[config.mk]
export PLATFORM = sky130hd
export DESIGN_NAME = mbs_port
export DESIGN_NICKNAME = d
export VERILOG_FILES = /design/src/design/mbs_pkg.sv /design/src/design/mbs_port.sv
export SDC_FILE = /design/constraint.sdc
export NUM_CORES = 2
export LEC_CHECK = 0
export BUFFER_PORTS_ARGS = -buffer_cell sky130_fd_sc_hd__buf_2
export CAP_MARGIN = 30
export CORE_UTILIZATION = 55
export CTS_BUF_LIST = sky130_fd_sc_hd__clkbuf_8
export DETAILED_ROUTE_END_ITERATION = 6
export PLACE_DENSITY = 0.71
export SYNTH_ARGS = -nofsm -noshare
export SYNTH_HDL_FRONTEND = slang
export SYNTH_SLANG_ARGS = --single-unit
[constraint.sdc]
create_clock -name pclk -period 7.3 [get_ports pclk]
set_input_delay 0.365 -clock pclk [delete_from_list [all_inputs] [get_ports pclk]]
set_output_delay 0.365 -clock pclk [all_outputs]
set_load 0.01 [all_outputs]
[src/design/mbs_pkg.sv]
// package for the serial follower port: constants, codes and state layout
// assumes a single 20 MHz pclk domain and an APB register bus
package mbs_pkg;
	localparam int CLK_HZ = 20_000_000;
	localparam int GAP_MS = 10; // idle gap that ends a message
	localparam int RESP_MS = 5; // turnaround before a reply
	localparam int TICK_MS = 100; // timeout unit, 0.1 s
	localparam int GAP_CYC = CLK_HZ / 1000 * GAP_MS;
	localparam int RESP_CYC = CLK_HZ / 1000 * RESP_MS;
	localparam int TICK_CYC = CLK_HZ / 1000 * TICK_MS;
	localparam int BPS0 = 4800;
	localparam int BPS1 = 9600;
	localparam int BPS2 = 19200;
	localparam int BPS3 = 38400;
	localparam logic [12:0] BIT0 = 13'((CLK_HZ + BPS0 / 2) / BPS0);
	localparam logic [12:0] BIT1 = 13'((CLK_HZ + BPS1 / 2) / BPS1);
	localparam logic [12:0] BIT2 = 13'((CLK_HZ + BPS2 / 2) / BPS2);
	localparam logic [12:0] BIT3 = 13'((CLK_HZ + BPS3 / 2) / BPS3);
	localparam logic [1:0] FMT_N2 = 2'h0;
	localparam logic [1:0] FMT_E1 = 2'h1;
	localparam logic [1:0] FMT_O1 = 2'h2;
	localparam logic [1:0] DISP_RAMP = 2'h1;
	localparam logic [1:0] DISP_COAST = 2'h2;
	localparam logic [7:0] ADDR_BCAST = 8'h00;
	localparam logic [7:0] OP_RD = 8'h03;
	localparam logic [7:0] OP_WR1 = 8'h06;
	localparam logic [7:0] OP_DET = 8'h08;
	localparam logic [7:0] OP_WRN = 8'h10;
	localparam logic [7:0] ERR_FLAG = 8'h80;
	localparam logic [7:0] ERR_FUNC = 8'h01;
	localparam logic [7:0] ERR_VAL = 8'h03;
	localparam logic [15:0] CRC_INIT = 16'hFFFF;
	localparam logic [15:0] CRC_POLY = 16'hA001;
	localparam logic [4:0] MAX_LEN = 5'h19; // 25 bytes
	localparam logic [4:0] FIX_LEN = 5'h08;
	localparam logic [15:0] MAX_REGS = 16'h0008;
	localparam logic [11:0] A_CFG = 12'h000;
	localparam logic [11:0] A_TMO = 12'h004;
	localparam logic [11:0] A_STAT = 12'h008;
	localparam logic [11:0] A_CMD = 12'h00C;
	typedef struct packed {
		logic tsrc; // bit 14
		logic [1:0] disp; // bits 13:12
		logic [1:0] fmt; // bits 11:10
		logic [1:0] baud; // bits 9:8
		logic [7:0] station; // bits 7:0
	} mbs_cfg_t;
	localparam mbs_cfg_t CFG_RST = 15'h0101; // station 1, 9600
	typedef enum logic [3:0] {ST_RX = 4'b0001, ST_EXEC = 4'b0010, ST_DLY = 4'b0100, ST_TX = 4'b1000} mbs_st_t;
	typedef struct packed {
		logic cot_warn;
		logic stop_ramp;
		logic stop_coast;
	} mbs_drv_t;
	typedef struct packed {
		logic [2:0] rs; logic rxf;
		logic [7:0] ts1, ts2, ts3, term;
		mbs_cfg_t cfg; logic [9:0] tmo;
		mbs_st_t st;
		logic rbusy; logic [12:0] rdiv; logic [3:0] rbit; logic [9:0] rsh;
		logic [4:0] len; logic ferr; logic [15:0] crc; logic [23:0] tmr;
		logic [24:0][7:0] mbuf;
		logic [4:0] tlen, tidx; logic [9:0] tsh; logic [3:0] tbit; logic [12:0] tdiv; logic [15:0] tcrc;
		logic txd, txen;
		logic [7:0][15:0] mem;
		logic [23:0] tick; logic [9:0] tenths; logic cot;
		logic [7:0] good, bad;
		logic [31:0] prdata; logic perr;
	} mbs_state_t;
endpackage : mbs_pkg

[src/design/mbs_port.sv]
// serial follower port: rs-485 character framing, message framing, crc, opcodes
// assumes APB master on pclk, rxd and term_in asynchronous pins, external 485 driver
// Functional notes
// - station address 0..254, zero disables addressed replies
// - baud codes 0..3 select 4800..38400
// - every character is eleven bit times
// - no parity: start, 8 data lsb first, 2 stops
// - even parity: start, 8 data, even, stop
// - odd parity: start, 8 data, odd, stop
// - timeout zero disables, else tenths of seconds
// - timeout warns, then run, ramp or coast
// - terminal source picks pins or link command
// - address 00H broadcast, accepted, never answered
// - addresses 01H..FEH select matching drive only
// - opcodes 03H, 06H, 08H, 10H
// - byte count one byte, words msb first
// - at most eight 16-bit registers per message
// - crc-16 ends message, low byte first, checked
// - fixed request and reply lengths per opcode; 10H requests and 03H replies here vary with the register count
// - read reply: address, opcode, 2n, values, crc
// - crc starts FFFFH, shifts right with A001H
// - error reply: opcode bit7 set, code, crc
// - about five milliseconds before a reply
// - write-single reply echoes the request
//
// The APB register port and the register offsets were left to the implementer.
`timescale 1ns/1ps
`default_nettype none
module mbs_port #(
	parameter int GAP_CYC = mbs_pkg::GAP_CYC,
	parameter int RESP_CYC = mbs_pkg::RESP_CYC,
	parameter int TICK_CYC = mbs_pkg::TICK_CYC
) (
	input wire logic pclk,
	input wire logic presetn,
	input wire logic psel,
	input wire logic penable,
	input wire logic pwrite,
	input wire logic [11:0] paddr,
	input wire logic [31:0] pwdata,
	output logic [31:0] prdata,
	output logic pready,
	output logic pslverr,
	input wire logic rxd,
	output logic txd,
	output logic tx_en,
	input wire logic [7:0] term_in,
	output logic [7:0] term_out,
	output mbs_pkg::mbs_drv_t drv
);
	mbs_pkg::mbs_state_t s, n;

	// one crc step over a byte
	function automatic logic [15:0] crc_byte(input logic [15:0] c, input logic [7:0] b);
		logic [15:0] r;
		r = c ^ {8'h00, b};
		for (int k = 0; k < 8; k++) begin
			r = r[0] ? ((r >> 1) ^ mbs_pkg::CRC_POLY) : (r >> 1);
		end
		return r;
	endfunction : crc_byte

	////////////////////////////////////////////////////////////////////////
	// next-state logic
	always_comb begin
		logic [12:0] per;
		logic done, bad_ch, go, bc, ok, lenok, expire;
		logic [9:0] rf;
		logic [7:0] tb;
		logic [15:0] cnt;
		logic [2:0] base;
		n = s;
		per = 13'h0000;
		done = 1'b0;
		bad_ch = 1'b0;
		rf = {s.rxf, s.rsh[9:1]};
		tb = 8'h00;
		cnt = {s.mbuf[4], s.mbuf[5]};
		base = s.mbuf[3][2:0];
		bc = s.mbuf[0] == mbs_pkg::ADDR_BCAST;
		go = 1'b0;
		ok = 1'b0;
		lenok = 1'b0;
		expire = 1'b0;
		// pin synchronisers; a level counts once stages two and three agree
		n.rs = {s.rs[1:0], rxd};
		if (s.rs[1] == s.rs[2]) n.rxf = s.rs[2];
		n.ts1 = term_in;
		n.ts2 = s.ts1;
		n.ts3 = s.ts2;
		if (s.ts2 == s.ts3) n.term = s.ts3;
		// bit period from the rate code
		case (s.cfg.baud)
			2'h0: per = mbs_pkg::BIT0;
			2'h1: per = mbs_pkg::BIT1;
			2'h2: per = mbs_pkg::BIT2;
			default: per = mbs_pkg::BIT3;
		endcase
		// receiver: centre-sample start, 8 data, 2 trailing bits
		if (!s.rbusy) begin
			if (s.st == mbs_pkg::ST_RX && !s.rxf) begin
				n.rbusy = 1'b1;
				n.rdiv = per >> 1;
				n.rbit = 4'h0;
			end
		end else if (s.rdiv != 13'h0000) begin
			n.rdiv = s.rdiv - 13'h0001;
		end else begin
			n.rdiv = per - 13'h0001;
			n.rbit = s.rbit + 4'h1;
			if (s.rbit == 4'h0) begin
				if (s.rxf) n.rbusy = 1'b0; // glitch, not a start bit
			end else begin
				n.rsh = rf;
				if (s.rbit == 4'hA) begin
					n.rbusy = 1'b0;
					done = 1'b1;
				end
			end
		end
		// trailing bits: two stops, or parity then stop
		case (s.cfg.fmt)
			mbs_pkg::FMT_N2: bad_ch = !rf[8] || !rf[9];
			mbs_pkg::FMT_E1: bad_ch = (rf[8] != ^rf[7:0]) || !rf[9];
			default: bad_ch = (rf[8] != ~^rf[7:0]) || !rf[9];
		endcase
		// collect bytes; overflow past 25 bytes spoils the message
		if (done) begin
			if (s.len < mbs_pkg::MAX_LEN) begin
				n.mbuf[s.len] = rf[7:0];
				n.len = s.len + 5'h01;
			end else begin
				n.ferr = 1'b1;
			end
			if (bad_ch) n.ferr = 1'b1;
			n.crc = crc_byte(s.crc, rf[7:0]);
		end
		// link-loss supervision in tenths of a second
		if (s.tmo == 10'h000) begin
			n.tick = 24'h000000;
			n.tenths = 10'h000;
			n.cot = 1'b0;
		end else if (s.tick == 24'(TICK_CYC - 1)) begin
			n.tick = 24'h000000;
			if (s.tenths + 10'h001 >= s.tmo) begin
				n.cot = 1'b1;
				expire = 1'b1;
			end else begin
				n.tenths = s.tenths + 10'h001;
			end
		end else begin
			n.tick = s.tick + 24'h000001;
		end
		// message sequencer
		case (s.st)
			mbs_pkg::ST_RX: begin
				if (s.rbusy || !s.rxf) n.tmr = 24'h000000;
				else if (s.tmr != 24'(GAP_CYC)) n.tmr = s.tmr + 24'h000001;
				if (s.tmr == 24'(GAP_CYC - 1) && s.len != 5'h00) n.st = mbs_pkg::ST_EXEC;
			end
			mbs_pkg::ST_EXEC: begin
				// whole-message crc including its own crc bytes leaves zero
				ok = !s.ferr && s.crc == 16'h0000 && s.len >= 5'h04;
				go = ok && (bc || (s.cfg.station != 8'h00 && s.mbuf[0] == s.cfg.station));
				if (ok && !go) n.good = s.good; // foreign address, quietly dropped
				if (!ok) n.bad = s.bad + 8'h01;
				n.st = mbs_pkg::ST_RX;
				n.tlen = 5'h06;
				if (go) begin
					n.good = s.good + 8'h01;
					n.tick = 24'h000000;
					n.tenths = 10'h000;
					n.cot = expire; // an expiry in this same cycle wins over the restart
					case (s.mbuf[1])
						mbs_pkg::OP_RD: begin
							lenok = s.len == mbs_pkg::FIX_LEN && cnt != 16'h0000 && cnt <= mbs_pkg::MAX_REGS;
							if (lenok) begin
								n.mbuf[2] = {cnt[6:0], 1'b0};
								for (int i = 0; i < 8; i++) begin
									if (16'(i) < cnt) begin
										n.mbuf[3 + 2 * i] = s.mem[3'(base + 3'(i))][15:8];
										n.mbuf[4 + 2 * i] = s.mem[3'(base + 3'(i))][7:0];
									end
								end
								n.tlen = 5'(3 + 2 * int'(cnt[3:0]));
							end
						end
						mbs_pkg::OP_WR1: begin
							lenok = s.len == mbs_pkg::FIX_LEN;
							if (lenok) n.mem[base] = cnt;
						end
						mbs_pkg::OP_DET: begin
							lenok = s.len == mbs_pkg::FIX_LEN;
						end
						mbs_pkg::OP_WRN: begin
							lenok = cnt != 16'h0000 && cnt <= mbs_pkg::MAX_REGS && s.mbuf[6] == {cnt[6:0], 1'b0}
								&& s.len == 5'(9 + 2 * int'(cnt[3:0]));
							if (lenok) begin
								for (int i = 0; i < 8; i++) begin
									if (16'(i) < cnt) n.mem[3'(base + 3'(i))] = {s.mbuf[7 + 2 * i], s.mbuf[8 + 2 * i]};
								end
							end
						end
						default: lenok = 1'b0;
					endcase
					if (!lenok) begin
						n.mbuf[1] = s.mbuf[1] | mbs_pkg::ERR_FLAG;
						n.mbuf[2] = (s.mbuf[1] == mbs_pkg::OP_RD || s.mbuf[1] == mbs_pkg::OP_WR1
							|| s.mbuf[1] == mbs_pkg::OP_DET || s.mbuf[1] == mbs_pkg::OP_WRN)
							? mbs_pkg::ERR_VAL : mbs_pkg::ERR_FUNC;
						n.tlen = 5'h03;
					end
					if (!bc) n.st = mbs_pkg::ST_DLY;
				end
				n.tmr = 24'h000000;
				n.len = 5'h00;
				n.ferr = 1'b0;
				n.crc = mbs_pkg::CRC_INIT;
			end
			mbs_pkg::ST_DLY: begin
				n.tmr = s.tmr + 24'h000001;
				if (s.tmr == 24'(RESP_CYC - 1)) begin
					n.st = mbs_pkg::ST_TX;
					n.tidx = 5'h00;
					n.tbit = 4'h0;
					n.tdiv = 13'h0000;
					n.tcrc = mbs_pkg::CRC_INIT;
					n.txen = 1'b1;
				end
			end
			mbs_pkg::ST_TX: begin
				if (s.tdiv != 13'h0000) begin
					n.tdiv = s.tdiv - 13'h0001;
				end else if (s.tbit != 4'h0) begin
					n.txd = s.tsh[0];
					n.tsh = s.tsh >> 1;
					n.tbit = s.tbit - 4'h1;
					n.tdiv = per - 13'h0001;
				end else if (s.tidx == s.tlen + 5'h02) begin
					n.txen = 1'b0;
					n.txd = 1'b1;
					n.tmr = 24'h000000;
					n.st = mbs_pkg::ST_RX;
				end else begin
					// payload, then crc low byte, then high byte
					if (s.tidx < s.tlen) tb = s.mbuf[s.tidx];
					else if (s.tidx == s.tlen) tb = s.tcrc[7:0];
					else tb = s.tcrc[15:8];
					if (s.tidx < s.tlen) n.tcrc = crc_byte(s.tcrc, tb);
					n.tidx = s.tidx + 5'h01;
					n.txd = 1'b0; // start bit
					case (s.cfg.fmt)
						mbs_pkg::FMT_N2: n.tsh = {2'b11, tb};
						mbs_pkg::FMT_E1: n.tsh = {1'b1, ^tb, tb};
						default: n.tsh = {1'b1, ~^tb, tb};
					endcase
					n.tbit = 4'hA;
					n.tdiv = per - 13'h0001;
				end
			end
			default: n.st = mbs_pkg::ST_RX;
		endcase
		// apb: read data latched in setup, write takes effect in access
		if (psel && !penable) begin
			n.perr = 1'b0;
			case (paddr)
				mbs_pkg::A_CFG: n.prdata = {17'h00000, s.cfg};
				mbs_pkg::A_TMO: n.prdata = {22'h000000, s.tmo};
				mbs_pkg::A_STAT: n.prdata = {s.bad, s.good, 10'h000, s.st, 1'b0, s.cot};
				mbs_pkg::A_CMD: n.prdata = {16'h0000, s.mem[0]};
				default: begin
					n.prdata = 32'h00000000;
					n.perr = 1'b1;
				end
			endcase
		end
		if (psel && penable && pwrite) begin
			if (paddr == mbs_pkg::A_CFG) n.cfg = pwdata[14:0];
			if (paddr == mbs_pkg::A_TMO) n.tmo = pwdata[9:0];
		end
	end

	////////////////////////////////////////////////////////////////////////
	// state register; async reset loads constants only
	always_ff @(posedge pclk or negedge presetn) begin
		if (!presetn) begin
			s <= '0;
			s.rs <= 3'h7;
			s.rxf <= 1'b1;
			s.cfg <= mbs_pkg::CFG_RST;
			s.st <= mbs_pkg::ST_RX;
			s.crc <= mbs_pkg::CRC_INIT;
			s.txd <= 1'b1;
		end else begin
			s <= n;
		end
	end

	////////////////////////////////////////////////////////////////////////
	// outputs; pready is always high since read data is ready after setup
	assign prdata = s.prdata;
	assign pready = 1'b1;
	assign pslverr = s.perr;
	assign txd = s.txd;
	assign tx_en = s.txen;
	assign term_out = s.cfg.tsrc ? s.mem[0][7:0] : s.term;
	// one driver for the whole struct: warning, ramp stop, coast stop
	assign drv = {s.cot, s.cot && s.cfg.disp == mbs_pkg::DISP_RAMP, s.cot && s.cfg.disp == mbs_pkg::DISP_COAST};
endmodule : mbs_port
`default_nettype wire

==> impl_metrics.csv <==
group,metric,value,unit
floorplan,fp-row-count,104,
final_layout,fill_cells,7039,
clock_tree,cts.clk_slew.worst_paths,60,ps
route,wl_per_cell,32.3,um
timing,setup_violations,0,
timing,layout_min_cycle_time,5200,ps
setup_path,crit_fanout,67,
synth,synth_area_leaders,"dfrtp_1, mux4_2, a21oi_1",
final_layout,finalNetCount,5098,
synth,synthesis.instances,5175,
global_routing,grt_pass1_vias,41700,
synth,syn_nets,5278,
synth,synthTopCellsByCount,"nor2_1, dfrtp_1, nand2_1, a21oi_1, clkbuf_1",
synth,synthArstFlopShare,1.00,
route,dr_total_vias,45200,
floorplan,start_util,0.557,
power,p_total,0.00716,W
route,first_iter_violations,7879,
synth,synth-seq-cells,605,
final_layout,final_layout_size_suffix_gt1_frac,0.177,
route,routed_wl,199000,um
synth,syn_area,45000,um2
setup_path,end_kind,"flip-flop",
setup_path,worstRegToRegCells,13,
clock_tree,cts_root_buf,"clkbuf_8",
clock_tree,clock_path_buffers,3,
floorplan,die_w,288,um
timing,worst_slew_pin_slew,1160,ps
global_routing,grt_pass1_wl,286000,um
clock_tree,postCtsSetupRepairBufs,0,
clock_tree,clk_latency,810,ps
timing,slew_violations,0,
final_layout,seqCellArea,15200,um2
min_path,hp-class,"in -> async",
placed_design,io_buffers,86,
global_routing,antenna_found_initial,18,
timing,rsz0062_at_grt,"no",
setup_path,start_kind,"flip-flop",
placed_design,place_inst,5903,
timing,hold_viol,0,
clock_tree,htreeDepth,3,
timing,relSlewSlack,0.223,
job,maxCapViolations,0,
timing,max_freq,192,MHz
synth,ys_types,91,
power,ir_worst_vdd,0.000144,V
synth,synth.largest_area_cell,"dfrtp_1",
route,drt_first_pass_iters,7,
setup_path,r2r_start,"s[275]",
setup_path,r2r_slack,2100,ps
route,postRouteAntennaNets,0,
placed_design,hpwl,128000,um
synth,synth_edf_count,0,
setup_path,arrival,5920,ps
timing,skew,36.3,ps
clock_tree,cts_tree,"built",
floorplan,die-area,83000,um2
placed_design,place_congestion,1.12,
setup_path,r2r-end,"s[195]",
outcome,violations,"DRC",
floorplan,dieHeight,288,um
global_routing,grt_start_max_net_pins,154,
route,post-route-drc-count,36,
final_layout,area_growth,8.75,%
clock_tree,cts.sinks,605,
floorplan,ioPinCount,105,
synth,synthFlopType,"dfrtp_1",
floorplan,core_area,80800,um2
global_routing,grt.total_usage,0.478,
power,leakage,21.2,nW
synth,yosysSeqAreaShare,0.337,
synth,yosysWarnings,0,
global_routing,grt_remaining_overflow,0,
setup_path,worstPathRequired,8020,ps
synth,synth_top_area_share,0.323,
synth,synth.most_common_cell,"nor2_1",
power,cellPowerDensity,146,nW/um2
timing,setup_tns,0,ps
final_layout,multi_input_area,27600,um2
final_layout,finalNonFillerCells,6159,
final_layout,fin_util,0.606,
clock_tree,cts_buffers,109,
synth,synth.avg_cell_area,8.70,um2
outcome,status,"finished, violations left",
timing,final.period_utilization,0.712,
setup_path,critPathKind,"reg -> reg",
route,detail_route.vias_per_cell,7.34,
## logic make-up after synthesis
group	Yosys count	synth area share
buf+inv	608	0.0568
flops	605	0.337
other cells	1	0.0000833
compound gates	1554	0.215
xor+xnor	160	0.0321
mux	628	0.195
fa+ha+maj	46	0.0127
simple gates	1573	0.152
## metal layers
metal  GRT usage  up-vias  share of wire
met2       0.654     4003           0.39
met3       0.242     1290           0.16
met4       0.373       10           0.10
li1            -    18700              -
met5     0.00407        -        0.00033
met1       0.566    21200           0.34
## metrics by stage
| stage | instance area (um2) | hold slack, ps | worst slack [ps] |
|---|---|---|---|
| after floorplan | 45000 | 69.4 | 3260 |
| after global placement | 45700 | 324 | 2410 |
| after detailed placement | 46000 | 323 | 2360 |
| after CTS | 48600 | 47.9 | 2300 |
| after global routing | 48900 | 110 | 1890 |
| final | 48900 | 98.2 | 2100 |
## placed cells by master, fill, tap and decap left out, types with 21 or more instances in the layout
master	synthesis	layout
o221ai_1	128	128
a31oi_1	151	151
dfrtp_1	581	577
xor2_1	55	53
dlygate4sd3_1	0	25
nor2b_1	42	42
nand4_1	23	23
nand2_1	570	554
o21ai_0	245	245
nor4_1	28	26
o211ai_1	25	25
a22oi_1	21	21
a211oi_1	302	302
ha_1	45	43
buf_2	23	85
buf_4	45	124
nor3_1	30	28
xnor2_1	101	99
mux4_2	170	170
dfstp_2	24	24
inv_1	51	78
mux2_2	186	186
and3_1	32	32
nand3_1	88	87
mux2i_1	265	265
a21oi_1	567	556
clkbuf_8	0	137
and2_1	29	29
nor2_1	638	616
o31ai_1	21	21
## layout make-up
type | instances | area share
multi-input cells | 3962 | 0.564
inverters | 54 | 0.00414
flip-flops and latches | 605 | 0.310
clock buffers | 137 | 0.0385
diodes | 17 | 0.000869
well taps | 1060 | 0.0271
repair buffers | 263 | 0.0446
clock inverters | 61 | 0.0105
## flip-flops by register name (all words and copies together) (netlist names)
signal,cells
drv,1
n,18
prdata,32
pslverr,1
s,551
tx_en,1
txd,1
## critical path, cell delays in order, from the launching register on
cell	delay (ps)
dfrtp_1	470
nor3_1	290
nand2_1	170
nor3_2	140
buf_4	720
nand4_1	180
nor4b_1	510
nand2_1	180
nand2_1	100
nand2_1	560
a21oi_4	990
buf_4	510
nor2_1	80
a31oi_1	150
## where the power goes
part           switching [W]  total, W  internal [W]
combinational       0.000114  0.000173     0.0000589
clock                0.00166   0.00359       0.00192
sequential         0.0000194   0.00340       0.00338
total                0.00179   0.00716       0.00537
## how the worst max path moves through the flow
stage,from,endpoint,cells after the start
after floorplan,s[292],s[137],17
after global placement,s[301],s[184],12
after detailed placement,s[527],s[404],16
after CTS,s[527],s[413],16
after global routing,s[527],s[403],16
final,s[275],s[195],13
## timing repair
item	in CTS	in global routing
endpoints found under the hold margin	97	0
hold buffers	25	0
gates resized for setup	0	0
No activity file was read; power rests on OpenSTA's default activity.
